===== src/osc_pkg.sv =====
/*
 * Constants shared by the on/off switch controller: oscillator timing,
 * jitter, blanking, auto-restart windows, current-limit steps and the
 * AHB-Lite register map.
 * Assumes a single 250 MHz system clock.
 */
package osc_pkg;
    localparam int CLK_HZ = 250_000_000;
    // oscillator, average rate and jitter
    localparam int OSC_HZ = 132_000;
    localparam int JIT_PP_HZ = 8_000;
    localparam int JIT_RATE_HZ = 1_000;
    localparam int OSC_PER_CYC = CLK_HZ / OSC_HZ;
    localparam int JIT_SPAN_CYC = (CLK_HZ / (OSC_HZ - JIT_PP_HZ / 2))
        - (CLK_HZ / (OSC_HZ + JIT_PP_HZ / 2));
    localparam int JIT_STEPS = OSC_HZ / JIT_RATE_HZ;
    // duty ceiling as percent of the period
    localparam int DUTY_MAX_PCT = 65;
    localparam int DUTY_CYC = OSC_PER_CYC * DUTY_MAX_PCT / 100;
    // leading-edge blanking, least time rounds up
    localparam int BLANK_NS = 200;
    localparam int BLANK_CYC = (BLANK_NS * (CLK_HZ / 1_000_000) + 999) / 1000;
    // auto-restart windows in oscillator cycles
    localparam int AR_ON_MS = 50;
    localparam int AR_OFF_MS = 850;
    localparam int AR_ON_CNT = AR_ON_MS * OSC_HZ / 1000;
    localparam int AR_OFF_CNT = AR_OFF_MS * OSC_HZ / 1000;
    localparam int AR_W = 17;
    // current limit levels, coded for the analog threshold select
    localparam logic [1:0] LIM_FULL = 2'h0;
    localparam logic [1:0] LIM_MED = 2'h1;
    localparam logic [1:0] LIM_LOW = 2'h2;
    localparam int LOAD_WIN = 8;
    // register map
    localparam logic [7:0] REG_CTRL = 8'h00;
    localparam logic [7:0] REG_STAT = 8'h04;
    localparam logic [7:0] REG_ARCNT = 8'h08;
    localparam logic [31:0] CTRL_RST = 32'h0000_0001;
    localparam int CTRL_EN_BIT = 0;
    localparam int CTRL_JIT_BIT = 1;
endpackage


===== src/osc_tick_if.sv =====
/*
 * Oscillator to controller bundle: cycle start strobe and duty ceiling.
 * Assumes both ends share the system clock.
 */
`timescale 1ns/1ps
interface osc_tick_if;
    logic cycStart;
    logic dutyCeil;
    modport src (output cycStart, output dutyCeil);
    modport dst (input cycStart, input dutyCeil);
endinterface


===== src/osc_jitter_osc.sv =====
/*
 * Jittered oscillator: triangle-modulated period around the average rate,
 * one-cycle start pulse and a duty ceiling level.
 * Assumes synchronous reset copy from the top.
 */
`timescale 1ns/1ps
module osc_jitter_osc
    import osc_pkg::*;
(
    // clock and reset
    input wire logic clk,
    input wire logic rstSync_n,
    input wire logic jitEn,
    // ticks
    osc_tick_if.src tick
);
    import osc_pkg::*;
    localparam logic [12:0] PER0 = 13'(OSC_PER_CYC - JIT_SPAN_CYC / 2);
    localparam logic [12:0] SPAN = 13'(JIT_SPAN_CYC);
    localparam logic [12:0] STEPDIV = 13'(JIT_STEPS / 2);
    logic [12:0] cnt_q;
    logic [12:0] offs_q;
    logic [7:0] step_q;
    logic up_q;
    logic [12:0] per;

    always_comb begin
        per = jitEn ? 13'(PER0 + 26'(offs_q) * SPAN / STEPDIV) : 13'(OSC_PER_CYC);
    end

    // period counter
    always_ff @(posedge clk or negedge rstSync_n) begin
        if (!rstSync_n) begin
            cnt_q <= 13'h0;
        end else if (cnt_q >= per - 13'h1) begin
            cnt_q <= 13'h0;
        end else begin
            cnt_q <= cnt_q + 13'h1;
        end
    end

    // triangle sweep of the period, one full sweep per modulation period
    always_ff @(posedge clk or negedge rstSync_n) begin
        if (!rstSync_n) begin
            offs_q <= 13'h0;
            step_q <= 8'h0;
            up_q <= 1'b1;
        end else if (cnt_q == 13'h0) begin
            step_q <= step_q + 8'h1;
            // offs_q counts sweep steps; a fixed add per step would round the span away
            if (up_q) begin
                offs_q <= (offs_q >= STEPDIV) ? STEPDIV : offs_q + 13'h1;
            end else begin
                offs_q <= (offs_q == 13'h0) ? 13'h0 : offs_q - 13'h1;
            end
            if ({5'h0, step_q} >= STEPDIV - 13'h1) begin
                step_q <= 8'h0;
                up_q <= ~up_q;
            end
        end
    end

    assign tick.cycStart = (cnt_q == 13'h0);
    assign tick.dutyCeil = (cnt_q >= 13'(DUTY_CYC));
endmodule


===== src/osc_switch_ctrl.sv =====
/*
 * On/off switch controller: decides each oscillator cycle whether to fire
 * the power switch, with lockouts, peak-current end, blanking, load-driven
 * current limit, auto-restart and line undervoltage gating. AHB-Lite slave.
 * Assumes comparator inputs are synchronous to clk; analog parts are outside.
 */
// Register access over AHB-Lite and the register offsets were left to the implementer.
//Contract
//- supply low forces off until supply good
//- overtemp disables switching until cooled indication
//- peak current ends pulse for cycle
//- ignore current comparator during blanking interval
//- load sequence lowers current limit in steps
//- restart counter cleared whenever feedback low
//- no feedback 50 ms, off 850 ms
//- alternate windows until feedback low again
//- line undervoltage halts restart off counter
//- start only with line current above 49uA
//- hold supply at 4.8 V during undervoltage; code holds only while powered_q is low, before the first start and again after a supply lockout
//- no sense resistor disables undervoltage gating
//- on at start, off at limit/ceiling
//- finish started cycle, ignore feedback changes
//- supply regulator charges only while switch off
//- sample feedback once at cycle start
//- feedback low when outflow above 240uA
//- oscillator 132 kHz, start and ceiling
//- jitter 8 kHz pp at 1 kHz
`timescale 1ns/1ps
module osc_switch_ctrl
    import osc_pkg::*;
#(
    // auto-restart windows in oscillator cycles
    parameter int ON_CNT = AR_ON_CNT,
    parameter int OFF_CNT = AR_OFF_CNT
)
(
    // clock and reset
    input wire logic clk,
    input wire logic rst_n,
    // analog comparators
    input wire logic fbOutflowHigh,
    input wire logic lineCurOk,
    input wire logic senseAbsent,
    input wire logic supplyLow,
    input wire logic supplyGood,
    input wire logic overTemp,
    input wire logic tempCooled,
    input wire logic peakCurTrip,
    // power stage
    output logic gateOn,
    output logic [1:0] limitSel,
    output logic regChargeEn,
    output logic supplyHoldLow,
    // AHB-Lite slave
    input wire logic hsel,
    input wire logic [31:0] haddr,
    input wire logic [1:0] htrans,
    input wire logic hwrite,
    input wire logic [2:0] hsize,
    input wire logic [31:0] hwdata,
    input wire logic hready,
    output logic [31:0] hrdata,
    output logic hreadyout,
    output logic hresp
);
    import osc_pkg::*;

    // restart sequencer states, one-hot as shown in the status word
    typedef enum logic [2:0] {
        AR_RUN = 3'b001,
        AR_OFF = 3'b010,
        AR_WAITLINE = 3'b100
    } osc_ar_t;

    logic rstMeta_q, rstSync_n;
    logic uvlo_q, hot_q, gate_q, enSamp_q, lineOk_q, powered_q;
    logic [7:0] blank_q;
    logic [AR_W-1:0] arCnt_q;
    osc_ar_t ar_q;
    logic [LOAD_WIN-1:0] hist_q;
    logic [1:0] lim_q;
    logic [31:0] ctrl_q;
    logic wrPend_q;
    logic [7:0] addr_q;
    logic [31:0] rdata_q;
    logic fbLow, uvActive, allowed;
    logic [3:0] ones;

    osc_tick_if tick ();

    osc_jitter_osc u_osc (
        .clk(clk),
        .rstSync_n(rstSync_n),
        .jitEn(ctrl_q[CTRL_JIT_BIT]),
        .tick(tick)
    );

    // reset release through two flops
    always_ff @(posedge clk or negedge rst_n) begin
        if (!rst_n) begin
            rstMeta_q <= 1'b0;
            rstSync_n <= 1'b0;
        end else begin
            rstMeta_q <= 1'b1;
            rstSync_n <= rstMeta_q;
        end
    end

    // a large outflow means the secondary wants no energy this cycle
    assign fbLow = fbOutflowHigh;
    assign uvActive = !senseAbsent && !lineCurOk;

    // supply lockout with hysteresis
    // starts locked, so the first pulse waits for a supply-good report
    always_ff @(posedge clk or negedge rstSync_n) begin
        if (!rstSync_n) begin
            uvlo_q <= 1'b1;
        end else if (supplyLow) begin
            uvlo_q <= 1'b1;
        end else if (supplyGood) begin
            uvlo_q <= 1'b0;
        end
    end

    // thermal lockout
    always_ff @(posedge clk or negedge rstSync_n) begin
        if (!rstSync_n) begin
            hot_q <= 1'b0;
        end else if (overTemp) begin
            hot_q <= 1'b1;
        end else if (tempCooled) begin
            hot_q <= 1'b0;
        end
    end

    // first start after power-up waits for line current
    always_ff @(posedge clk or negedge rstSync_n) begin
        if (!rstSync_n) begin
            powered_q <= 1'b0;
        end else if (!uvActive && !uvlo_q) begin
            powered_q <= 1'b1;
        end else if (uvlo_q) begin
            powered_q <= 1'b0;
        end
    end
    // keep the supply at its low level until the line is up
    assign supplyHoldLow = !powered_q && uvActive;

    // auto-restart sequencer, counts oscillator cycles
    always_ff @(posedge clk or negedge rstSync_n) begin
        if (!rstSync_n) begin
            ar_q <= AR_RUN;
            arCnt_q <= '0;
        end else begin
            case (ar_q)
                AR_RUN: begin
                    if (fbLow) begin
                        arCnt_q <= '0;
                    end else if (tick.cycStart) begin
                        if (arCnt_q >= AR_W'(ON_CNT - 1)) begin
                            ar_q <= AR_OFF;
                            arCnt_q <= '0;
                        end else begin
                            arCnt_q <= arCnt_q + 1'b1;
                        end
                    end
                end
                AR_OFF: begin
                    // counter stalls while the line is low
                    if (tick.cycStart && !uvActive) begin
                        if (arCnt_q >= AR_W'(OFF_CNT - 1)) begin
                            ar_q <= AR_WAITLINE;
                            arCnt_q <= '0;
                        end else begin
                            arCnt_q <= arCnt_q + 1'b1;
                        end
                    end
                end
                AR_WAITLINE: begin
                    // off window done; a low line still keeps the switch idle
                    if (!uvActive) begin
                        ar_q <= AR_RUN;
                    end
                end
                default: begin
                    ar_q <= AR_RUN;
                    arCnt_q <= '0;
                end
            endcase
        end
    end

    // lockouts end a pulse under way; only feedback is ignored mid-cycle
    assign allowed = ctrl_q[CTRL_EN_BIT] && !uvlo_q && !hot_q && powered_q
        && (ar_q == AR_RUN);

    // per-cycle enable sample; held for the whole cycle
    always_ff @(posedge clk or negedge rstSync_n) begin
        if (!rstSync_n) begin
            enSamp_q <= 1'b0;
        end else if (tick.cycStart) begin
            enSamp_q <= !fbLow;
        end
    end

    // gate drive: on at start, off on trip after blanking or duty ceiling
    always_ff @(posedge clk or negedge rstSync_n) begin
        if (!rstSync_n) begin
            gate_q <= 1'b0;
            blank_q <= 8'h0;
        end else if (!allowed || uvlo_q) begin
            gate_q <= 1'b0;
        end else if (tick.cycStart) begin
            gate_q <= !fbLow;
            blank_q <= 8'(BLANK_CYC);
        end else begin
            if (blank_q != 8'h0) begin
                blank_q <= blank_q - 8'h1;
            end
            if (tick.dutyCeil || (peakCurTrip && blank_q == 8'h0)) begin
                gate_q <= 1'b0;
            end
        end
    end
    assign gateOn = gate_q;
    assign regChargeEn = !gate_q;

    // load estimate from enabled-cycle density over a sliding window
    always_comb begin
        ones = 4'h0;
        for (int i = 0; i < LOAD_WIN; i++) begin
            ones = ones + 4'(hist_q[i]);
        end
    end

    // enabled cycles in the window needed for the full and medium limits
    localparam logic [3:0] HEAVY_MIN = 4'h6;
    localparam logic [3:0] MED_MIN = 4'h3;

    always_ff @(posedge clk or negedge rstSync_n) begin
        if (!rstSync_n) begin
            hist_q <= '0;
            lim_q <= LIM_FULL;
        end else if (tick.cycStart) begin
            hist_q <= {hist_q[LOAD_WIN-2:0], !fbLow};
            if (ones >= HEAVY_MIN) begin
                lim_q <= LIM_FULL;
            end else if (ones >= MED_MIN) begin
                lim_q <= LIM_MED;
            end else begin
                lim_q <= LIM_LOW;
            end
        end
    end
    assign limitSel = lim_q;

    // AHB-Lite: zero wait states, always OKAY
    always_ff @(posedge clk or negedge rstSync_n) begin
        if (!rstSync_n) begin
            wrPend_q <= 1'b0;
            addr_q <= 8'h0;
        end else if (hready) begin
            wrPend_q <= hsel && htrans[1] && hwrite;
            addr_q <= haddr[7:0];
        end
    end

    always_ff @(posedge clk or negedge rstSync_n) begin
        if (!rstSync_n) begin
            ctrl_q <= CTRL_RST;
        end else if (wrPend_q && addr_q == REG_CTRL) begin
            // bits above the two controls are not kept
            ctrl_q <= {30'h0, hwdata[1:0]};
        end
    end

    // read data decoded in the address phase so it stands in the data phase,
    // and zero in every other cycle with hready high so no stale word lingers on the bus
    always_ff @(posedge clk or negedge rstSync_n) begin
        if (!rstSync_n) begin
            rdata_q <= 32'h0;
        end else if (hready) begin
            rdata_q <= 32'h0;
            if (hsel && htrans[1] && !hwrite) begin
                case (haddr[7:0])
                    REG_CTRL: rdata_q <= ctrl_q;
                    REG_STAT: rdata_q <= {21'h0, lim_q, ar_q, 1'b0, enSamp_q, powered_q,
                        hot_q, uvlo_q, gate_q};
                    REG_ARCNT: rdata_q <= {15'h0, arCnt_q};
                    default: rdata_q <= 32'h0;
                endcase
            end
        end
    end

    assign hrdata = rdata_q;
    assign hreadyout = 1'b1;
    assign hresp = 1'b0;
endmodule


===== config.mk =====
export PLATFORM = sky130hd
export DESIGN_NAME = osc_switch_ctrl
export DESIGN_NICKNAME = d
export VERILOG_FILES = /design/src/osc_pkg.sv /design/src/osc_tick_if.sv /design/src/osc_jitter_osc.sv /design/src/osc_switch_ctrl.sv
export SDC_FILE = /design/constraint.sdc
export NUM_CORES = 1
export LEC_CHECK = 0
export BUFFER_PORTS_ARGS = -buffer_cell sky130_fd_sc_hd__buf_2
export CORE_ASPECT_RATIO = 0.75
export CORE_UTILIZATION = 37
export CTS_CLUSTER_SIZE = 12
export DETAILED_ROUTE_END_ITERATION = 10
export GPL_ROUTABILITY_DRIVEN = 0
export PLACE_DENSITY_LB_ADDON = 0.12
export SKIP_LAST_GASP = 1
export SLEW_MARGIN = 20
export SYNTH_ARGS = -nofsm -noshare
export SYNTH_HDL_FRONTEND = slang
export SYNTH_SLANG_ARGS = --single-unit

===== constraint.sdc =====
create_clock -name clk -period 10.22 [get_ports clk]
set_clock_uncertainty 0.15 [all_clocks]
set_input_delay 1.022 -clock clk [delete_from_list [all_inputs] [get_ports clk]]
set_output_delay 1.022 -clock clk [all_outputs]
set_load 0.01 [all_outputs]

==> results of run 1 <==
## worst min-delay path by stage
stage,startpoint,end,slack (ns),depth (start not counted)
finish,rstMeta_q$_DFF_PN0_,rstSync_n$_DFF_PN0_,0.20,0
floorplan,rstMeta_q$_DFF_PN0_,rstSync_n$_DFF_PN0_,0.18,0
global route,rstMeta_q$_DFF_PN0_,rstSync_n$_DFF_PN0_,0.21,0
global placement,rstMeta_q$_DFF_PN0_,rstSync_n$_DFF_PN0_,0.19,0
detailed placement,rstMeta_q$_DFF_PN0_,rstSync_n$_DFF_PN0_,0.19,0
CTS,rstMeta_q$_DFF_PN0_,rstSync_n$_DFF_PN0_,0.21,0
## where the power goes
group	internal (W)	switching [W]	leakage (nW)	total [W]
combinational	0.0000483	0.0000657	5.96	0.000114
sequential	0.000448	0.0000301	1.39	0.000478
clock	0.000166	0.000167	0.120	0.000333
total	0.000662	0.000263	7.47	0.000926
## cell type report
type	instances	area [sq um]	share of cell area
Timing Repair Buffer	394	2880	0.184
Tap cell	399	499	0.0318
Clock inverter	7	55.1	0.00351
Multi-Input combinational cell	1163	9050	0.577
Inverter	73	277	0.0176
Sequential cell	107	2700	0.172
Clock buffer	9	225	0.0144
## cell families after synthesis
kind of cell             after synthesis  share of synthesized area
buffers and inverters                136                     0.0522
AO/OA/AOI/OAI                        408                      0.248
multiplexers                          33                     0.0303
XOR/XNOR                              80                     0.0613
adder cells (fa/ha/maj)              132                      0.162
other                                  2                   0.000643
flip-flops                           107                      0.230
AND/OR/NAND/NOR                      492                      0.216
## cells in the final DEF (no fill, tap or decap), types with 11 or more instances in the layout
master / n
buf_4: 342
nand2_1: 125
nor2_1: 104
dfrtp_1: 94
ha_1: 92
o21ai_0: 75
inv_1: 66
a21oi_1: 64
nand3_1: 47
buf_2: 45
xnor2_1: 41
xor2_1: 34
fa_1: 32
and3_1: 26
nor3_1: 26
nand4_1: 21
nor2b_1: 21
nand2b_1: 19
a21o_1: 18
conb_1: 18
a31oi_1: 17
o211ai_1: 16
o31ai_1: 16
o22ai_1: 16
mux2_2: 15
o21ai_1: 13
o21a_1: 12
a211oi_1: 11
nor4_1: 11
## flip-flops by register name, indices dropped and copies added, names as in the netlist
| signal | flops |
|---|---|
| addr_q | 8 |
| arCnt_q | 17 |
| ar_q | 3 |
| blank_q | 8 |
| ctrl_q | 2 |
| gateOn | 1 |
| hist_q | 8 |
| hot_q | 1 |
| hrdata | 17 |
| limitSel | 2 |
| powered_q | 1 |
| rstMeta_q | 1 |
| rstSync_n | 1 |
| u_osc.cnt_q | 13 |
| u_osc.offs_q | 13 |
| u_osc.step_q | 8 |
| u_osc.up_q | 1 |
| uvlo_q | 1 |
| wrPend_q | 1 |
## per-stage QoR
step	TNS (ns)	cells	hold WS (ns)	setup WS, ns	total power (W)
2_1_floorplan	-42.62	1406	0.181	-3.32	0.000569
3_3_place_gp	-45.83	2107	0.186	-3.54	0.000595
3_5_place_dp	-48.51	2107	0.190	-3.76	0.000598
4_1_cts	-42.76	2140	0.207	-3.32	0.000935
5_1_grt	-54.00	2152	0.208	-4.20	0.000973
6_report	-46.76	2152	0.204	-3.64	0.000926
## repair_timing
action,in CTS,in global routing
resized for setup,47,39
buffers inserted,18,13
pin swaps,32,30
cloned,1,0
setup endpoints to repair,13,13
hold buffers,0,0
## layer usage
metal  GRT usage  share of wire
met1       0.341           0.54
met5           0              0
met3      0.0306          0.047
met4      0.0185         0.0027
met2       0.304           0.41
==> results_dict.tcl, run 1 <==
set metrics [dict create \
    period_needed_ns 13.86 \
    min_path_type "reg -> reg" \
    overflow 0 \
    routed_wl_mm 34.3 \
    start_util 0.381 \
    syn-cell-area_sq_um 11700 \
    rsz0062_at_grt "yes" \
    cp-end-kind "flop" \
    synthTopCellsByArea "dfrtp_1, ha_1, fa_1" \
    synth_top_area_frac 0.221 \
    grt_max_degree 57 \
    synthFlopType "dfrtp_1" \
    insertion_delay_ns 0.36 \
    first_pass_iters 5 \
    root_buffer "clkbuf_16" \
    synth_edf_count 0 \
    yosysUniqueCellTypes 110 \
    cpMostUsedCell "buf_4" \
    die_area_sq_um 32300 \
    worst_pin_slew_ns 0.822 \
    filler_cell_count 2831 \
    drcViolationCount 0 \
    layout-drive-gt1-share 0.332 \
    drt-wirelength-per-cell_um 16.0 \
    path_max_fanout 6 \
    yosysSeqAreaShare 0.230 \
    cp.buffers_inverters 6 \
    cp.required_ns 10.35 \
    fin_util 0.512 \
    cp_num_cells 61 \
    critPathLaunch "u_osc.offs_q[0]$_DFFE_PN0P_" \
    crit_end "u_osc.cnt_q[7]$_DFF_PN0_" \
    die-width_um 207 \
    setup_ws_ns -3.64 \
    cpPeakStageDelay_ns 0.57 \
    drv_cap 0 \
    viasPerCell 5.46 \
    violations "negative setup slack" \
    fin_crit_sh 1.36 \
    synth_common_cells "nand2_1, nor2_1, dfrtp_1, ha_1, o21ai_0" \
    num_antenna_cells 0 \
    design.core.area_sq_um 30600 \
    r2r-end "u_osc.cnt_q[7]$_DFF_PN0_" \
    start_kind "flop" \
    critPathTopFamily "compound AO/OA/AOI/OAI gates" \
    cts_buffers 9 \
    dieHeight_um 156 \
    grt_pass1_wl_mm 56.8 \
    core.rowCount 55 \
    peakVddDrop_uv 73.8 \
    fmax_mhz 72.2 \
    synth_top_area_cell "dfrtp_1" \
    r2r_slack_ns -3.64 \
    port_buffers 45 \
    yosys_warnings 0 \
    cp.arrival_ns 13.99 \
    path_clk_slew_ns 0.08 \
    pin_count 121 \
    postSynth.asyncResetShare 1.00 \
    syn_inst 1390 \
    nets 1961 \
    powerDensity_nw_per_um2 59.0 \
    track_usage 0.212 \
    htreeDepth 3 \
    drtAntennaViolNets 0 \
    cts_tree "done" \
    cpMaxStageDelayCell "or4_4" \
    place_hpwl_mm 27.1 \
    design_area_sq_um 15700 \
    place_area_sq_um 14800 \
    max-slew-margin-rel 0.448 \
    r2r_cells 61 \
    antenna_found_initial 1 \
    path_class "reg -> reg" \
    p_leak_nw 7.47 \
    avgSynthCellArea_sq_um 8.40 \
    cts_buffer_depth 2 \
    vias 11800 \
    yosysMostFrequentCell "nand2_1" \
    cts.sinks 107 \
    synth_seq_cells 107 \
    hold_viol 0 \
    area_delta_synth_final_pct 34.2 \
    status "finished, violations left" \
    dr.first_iter.drc_count 800 \
    setup_viol 13 \
    reg2reg_from "u_osc.offs_q[0]$_DFFE_PN0P_" \
    drv_slew 0 \
    first_global_vias 11000 \
]
No activity file was read; power rests on OpenSTA's default activity.
==> inputs of run 2 (changes only) <==
SYNTH_HIERARCHICAL = 1   (was default)
==> run 2 against run 1 <==
Against the previous run:
- the flow still finishes with violations (negative setup slack)
- non-clock buffer count rose by 65
- routed wire length rose by 8.9%
- cell count rose by 8.4%
- hold slack got worse by 0.096 ns
- design area rose by 11%
- synthesized cell count rose by 5.8%
- utilization rose by 2.1 points
- flip-flop and latch count did not move
- sequential share of layout area fell by 1.7 points
- global-route usage rose by 0.29 points
- critical path type unchanged
- largest power group unchanged
- highest routed layer unchanged
==> results_dict.tcl, run 2 <==
set metrics [dict create \
    violations "negative setup slack" \
    worst_pin_slew_ns 0.859 \
    viasPerCell 5.39 \
    final_cell_mix "buf_4, nand2_1, nor2_1, dfrtp_1, ha_1" \
    yosysUniqueCellTypes 115 \
    antenna_found_initial 0 \
    postSynth.asyncResetShare 1.00 \
    yosysMostFrequentCell "nor2_1" \
    cts.sinks 107 \
    dr.first_iter.drc_count 867 \
    cpMaxStageDelayCell "fa_1" \
    die-width_um 213 \
    status "finished, violations left" \
    syn_inst 1470 \
    internal-power_w 0.000708 \
    setup_viol 13 \
    path_clk_slew_ns 0.07 \
    path_class "reg -> reg" \
    pin_count 121 \
    avgSynthCellArea_sq_um 8.44 \
    path_max_fanout 6 \
    holdBufCountCts 0 \
    grt_max_degree 79 \
    drv_slew 0 \
    placed_cells 2269 \
    root_buffer "clkbuf_16" \
    cts_buffer_depth 2 \
    synth_common_cells "nor2_1, nand2_1, dfrtp_1, ha_1, inv_1" \
    die_area_sq_um 34300 \
    port_buffers 45 \
    cts_tree "done" \
    hold_viol 0 \
    setup_tns_ns -38.51 \
    synth_seq_cells 107 \
    first_global_vias 11800 \
    syn-cell-area_sq_um 12400 \
    layout-drive-gt1-share 0.384 \
    holdWs_ns 0.107 \
    place_hpwl_mm 28.9 \
    p_sw_w 0.000298 \
    cpMostUsedCell "buf_4" \
    drcViolationCount 0 \
    final_common_cell "buf_4" \
    critPathTopFamily "compound AO/OA/AOI/OAI gates" \
    finalPower_w 0.00101 \
    setup_ws_ns -2.99 \
    routed_wl_mm 37.4 \
    start_util 0.380 \
    peakVddDrop_uv 79.9 \
    synth_top_area_cell "dfrtp_1" \
    start_kind "flop" \
    synthTopCellsByArea "dfrtp_1, ha_1, fa_1" \
    drt-wirelength-per-cell_um 16.0 \
    overflow 0 \
    dieHeight_um 161 \
    first_pass_iters 5 \
    cpPeakStageDelay_ns 0.52 \
    synthFlopType "dfrtp_1" \
    insertion_delay_ns 0.36 \
    nets 2098 \
    fmax_mhz 75.7 \
    design.core.area_sq_um 32700 \
    combinationalPowerShare 0.170 \
    core.rowCount 57 \
    num_antenna_cells 0 \
    cp.required_ns 10.36 \
    area_delta_synth_final_pct 40.3 \
    yosysSeqAreaShare 0.216 \
    yosys_warnings 6 \
    grt_pass1_wl_mm 60.5 \
    power.share.sequential 0.475 \
    drtAntennaViolNets 0 \
    cp.arrival_ns 13.35 \
    clkPwrFrac 0.355 \
    cp.buffers_inverters 7 \
    drv_cap 0 \
    swShare 0.296 \
    htreeDepth 3 \
    p_leak_nw 8.23 \
    max-slew-margin-rel 0.427 \
    min_path_type "reg -> async" \
    period_needed_ns 13.21 \
    track_usage 0.215 \
    vias 12600 \
    post-place-ws_ns -3.18 \
    cts_buffers 9 \
    synth_top_area_frac 0.208 \
    rsz0062_at_grt "yes" \
    synth_edf_count 0 \
    final_cells 2332 \
    cp-end-kind "flop" \
    fin_crit_sh 1.29 \
    powerDensity_nw_per_um2 57.8 \
]
## run 2: cell count changes after synthesis, sizes merged, moves of 11 or more
| cell | before | now |
|---|---|---|
| nor2 | 111 | 129 |
| nor2b | 22 | 11 |
| xor2 | 37 | 48 |
| nand3 | 49 | 75 |
| buf | 30 | 45 |
| a21oi | 71 | 83 |
## run 2: repair_timing
action / 4_1_cts / 5_1_grt
setup buffers: 26 / 25
gates resized for setup: 51 / 132
cloned: 1 / 1
setup endpoints to repair: 13 / 13
pin swaps: 36 / 111
## run 2: logic make-up (layout without fill, tap and decap cells)
group	count (synthesis)	count (layout)	share of synthesized area
AO/OA/AOI/OAI	407	407	0.245
XOR/XNOR	83	83	0.0619
adder cells (fa/ha/maj)	132	132	0.152
buffers and inverters	155	558	0.0576
flip-flops	107	107	0.216
multiplexers	32	32	0.0288
other	2	18	0.000605
AND/OR/NAND/NOR	552	553	0.237
## run 2: cell type report
cell class | count | area, sq um
Multi-Input combinational cell | 1225 | 10100
Timing Repair Buffer | 459 | 3440
Clock buffer | 13 | 250
Sequential cell | 107 | 2690
Fill cell | 3104 | 15300
Tap cell | 442 | 553
Clock inverter | 3 | 46.3
Inverter | 83 | 317
## run 2: power by group through the flow
stage	Combinational [W]	Sequential, W	Clock, W
floorplan	0.000140	0.000480	0
global placement	0.000165	0.000485	0
detailed placement	0.000170	0.000486	0
CTS	0.000171	0.000478	0.000370
global route	0.000193	0.000483	0.000384
finish	0.000171	0.000478	0.000358
## run 2: final timing paths
kind                                                  start                     endpoint  slack (ns)  cells past startpoint
worst min register to register          rstSync_n$_DFF_PN0_       blank_q[2]$_DFFE_PN0P_        0.11                      0
worst max register to register  u_osc/offs_q[2]$_DFFE_PN0P_     u_osc/cnt_q[4]$_DFF_PN0_       -2.99                     60
max in group asynchronous               rstSync_n$_DFF_PN0_  u_osc/offs_q[1]$_DFFE_PN0P_        8.76                      1
worst min-delay path                    rstSync_n$_DFF_PN0_       blank_q[2]$_DFFE_PN0P_        0.11                      0
min in group clk                        rstMeta_q$_DFF_PN0_          rstSync_n$_DFF_PN0_        0.21                      0
worst max-delay path            u_osc/offs_q[2]$_DFFE_PN0P_     u_osc/cnt_q[4]$_DFF_PN0_       -2.99                     60
## run 2: per-layer routing
| layer | wire, um | GRT usage | up-vias |
|---|---|---|---|
| met3 | 1420 | 0.0287 | 21 |
| met2 | 15900 | 0.306 | 241 |
| met5 | 0 | 0 | - |
| met4 | 155 | 0.0224 | 0 |
| met1 | 19900 | 0.348 | 6096 |
| li1 | - | - | 6216 |
## run 2: through the flow
stage                util  cell area, sq um
global placement    0.483             15800
floorplan               -             12700
finish              0.533             17400
detailed placement  0.483             15800
CTS                 0.507             16600
global route        0.533             17400
==> inputs of run 3 (changes only) <==
GPL_TIMING_DRIVEN = 0   (was default)
==> run 3 against run 2 <==
Against the previous run:
- the run still ends with negative setup slack left
- global-route usage is 0.94 points lower
- sequential share of layout area rose by 1.6 points
- via count shrank 6.6%
- clock power barely moved
- setup slack worse by 0.17 ns
- routed wire length fell by 5.1%
==> results_dict.tcl, run 3 (synthesis gave the netlist of run 2 again) <==
set metrics [dict create \
    r2r-end "u_osc/cnt_q[3]$_DFF_PN0_" \
    track_usage 0.206 \
    die-width_um 213 \
    viasPerCell 5.60 \
    setup_ws_ns -3.16 \
    multi_input_area_sq_um 10300 \
    grt_pass1_wl_mm 57.5 \
    hold_viol 0 \
    fmax_mhz 74.7 \
    cts.sinks 107 \
    die_area_sq_um 34300 \
    overflow 0 \
    final_cell_mix "buf_4, nand2_1, nor2_1, dfrtp_1, ha_1" \
    core.rowCount 57 \
    cts_buffer_depth 2 \
    insertion_delay_ns 0.36 \
    cts_tree "done" \
    max-slew-margin-rel 0.280 \
    antenna_found_initial 0 \
    start_util 0.380 \
    dieHeight_um 161 \
    design_area_sq_um 15800 \
    drtAntennaViolNets 0 \
    path_max_fanout 8 \
    setup_viol 13 \
    reg2reg_from "u_osc/offs_q[1]$_DFFE_PN0P_" \
    rsz0062_at_grt "yes" \
    period_needed_ns 13.38 \
    cts_buffers 9 \
    first_global_vias 11100 \
    cp.required_ns 10.36 \
    start_kind "flop" \
    r2r_cells 59 \
    ff_latch_area_sq_um 2700 \
    r2r_slack_ns -3.16 \
    port_buffers 44 \
    root_buffer "clkbuf_16" \
    nets 1862 \
    path_class "reg -> reg" \
    powerDensity_nw_per_um2 64.7 \
    status "finished, violations left" \
    drv_cap 0 \
    dr.first_iter.drc_count 790 \
    cp-end-kind "flop" \
    num_antenna_cells 0 \
    min_path_type "reg -> async" \
    final_common_cell "buf_4" \
    violations "negative setup slack" \
    p_leak_nw 7.01 \
    worst_pin_slew_ns 1.07 \
    path_clk_slew_ns 0.08 \
    fin_crit_sh 1.31 \
    routed_wl_mm 35.5 \
    drt-wirelength-per-cell_um 16.9 \
    cp.arrival_ns 13.52 \
    cpPeakStageDelay_ns 0.55 \
    htreeDepth 3 \
    grt_max_degree 51 \
    place_area_sq_um 13500 \
    fin_util 0.484 \
    cp.buffers_inverters 5 \
    layout-drive-gt1-share 0.304 \
    cpMaxStageDelayCell "fa_1" \
    first_pass_iters 6 \
    vias 11700 \
    area_delta_synth_final_pct 27.4 \
    critPathTopFamily "compound AO/OA/AOI/OAI gates" \
    filler_cell_count 3160 \
    pin_count 121 \
    design.core.area_sq_um 32700 \
    peakVddDrop_uv 69.5 \
    drv_slew 0 \
    drcViolationCount 0 \
    post-place-ws_ns -3.93 \
    place_hpwl_mm 25.8 \
]
## run 3: cell count changes in the layout (fill, tap and decap cells not counted), sizes merged
cell,delta
nor3,-1
clkinvlp,-1
clkbuf,+20
clkinv,+3
inv,+1
buf,-258
## run 3: what timing repair did
item | in CTS | in global routing
cloned | 1 | 0
hold buffers | 0 | 0
endpoints found under the setup margin | 13 | 13
buffers inserted | 76 | 34
gates resized for setup | 137 | 107
pin swaps | 83 | 77
## run 3: where the power goes
part	switching, W	internal [W]	total, W
clock network	0.000165	0.000194	0.000359
logic	0.000113	0.0000756	0.000189
registers	0.0000291	0.000447	0.000476
## run 3: per-stage QoR
| stage | total power [W] | std cells | setup TNS (ns) | hold WS [ns] |
|---|---|---|---|---|
| after detailed placement | 0.000668 | 1974 | -50.11 | 0.121 |
| after CTS | 0.00104 | 2066 | -38.76 | 0.128 |
| after global placement | 0.000664 | 1972 | -50.90 | 0.185 |
| final | 0.00102 | 2096 | -40.66 | 0.109 |
| after floorplan | 0.000620 | 1486 | -28.67 | 0.181 |
| after global routing | 0.00108 | 2096 | -47.70 | 0.143 |
## run 3: how the worst max path moves through the flow
stage	from	end	depth (start not counted)
after global placement	u_osc/offs_q[4]$_DFFE_PN0P_	u_osc/cnt_q[3]$_DFF_PN0_	60
after global routing	u_osc/offs_q[1]$_DFFE_PN0P_	u_osc/cnt_q[3]$_DFF_PN0_	58
after floorplan	u_osc/offs_q[6]$_DFFE_PN0P_	u_osc/cnt_q[10]$_DFF_PN0_	60
final	u_osc/offs_q[1]$_DFFE_PN0P_	u_osc/cnt_q[3]$_DFF_PN0_	59
after detailed placement	u_osc/offs_q[9]$_DFFE_PN0P_	u_osc/cnt_q[6]$_DFF_PN0_	60
after CTS	u_osc/offs_q[1]$_DFFE_PN0P_	u_osc/cnt_q[3]$_DFF_PN0_	60
## run 3: layer usage
layer	vias up	GRT usage	share of wire	wire length, um
met2	267	0.289	0.42	14800
met4	0	0.0321	0.0081	286
met3	29	0.0323	0.046	1650
met5	-	0	0	0
met1	5725	0.330	0.53	18700
li1	5723	-	-	-
## run 3: cell type report
cell class	instances	share of cell area
Clock inverter	6	0.00459
Inverter	83	0.0210
Buffer	67	0.0282
Sequential cell	107	0.171
Multi-Input combinational cell	1224	0.652
Timing Repair Buffer	157	0.0736
Clock buffer	10	0.0145
Tap cell	442	0.0350
## run 3: worst register-to-register path, delay by kind of cell, from the launching register on
kind | cells | cell delay (ns)
AOI/OAI and AO/OA | 26 | 5.47
buffers and inverters | 5 | 0.76
and+or+nand+nor | 17 | 2.84
adders and majority gates | 7 | 2.51
DFF | 1 | 0.46
muxes | 3 | 0.94
xor gates and xnor gates | 1 | 0.15
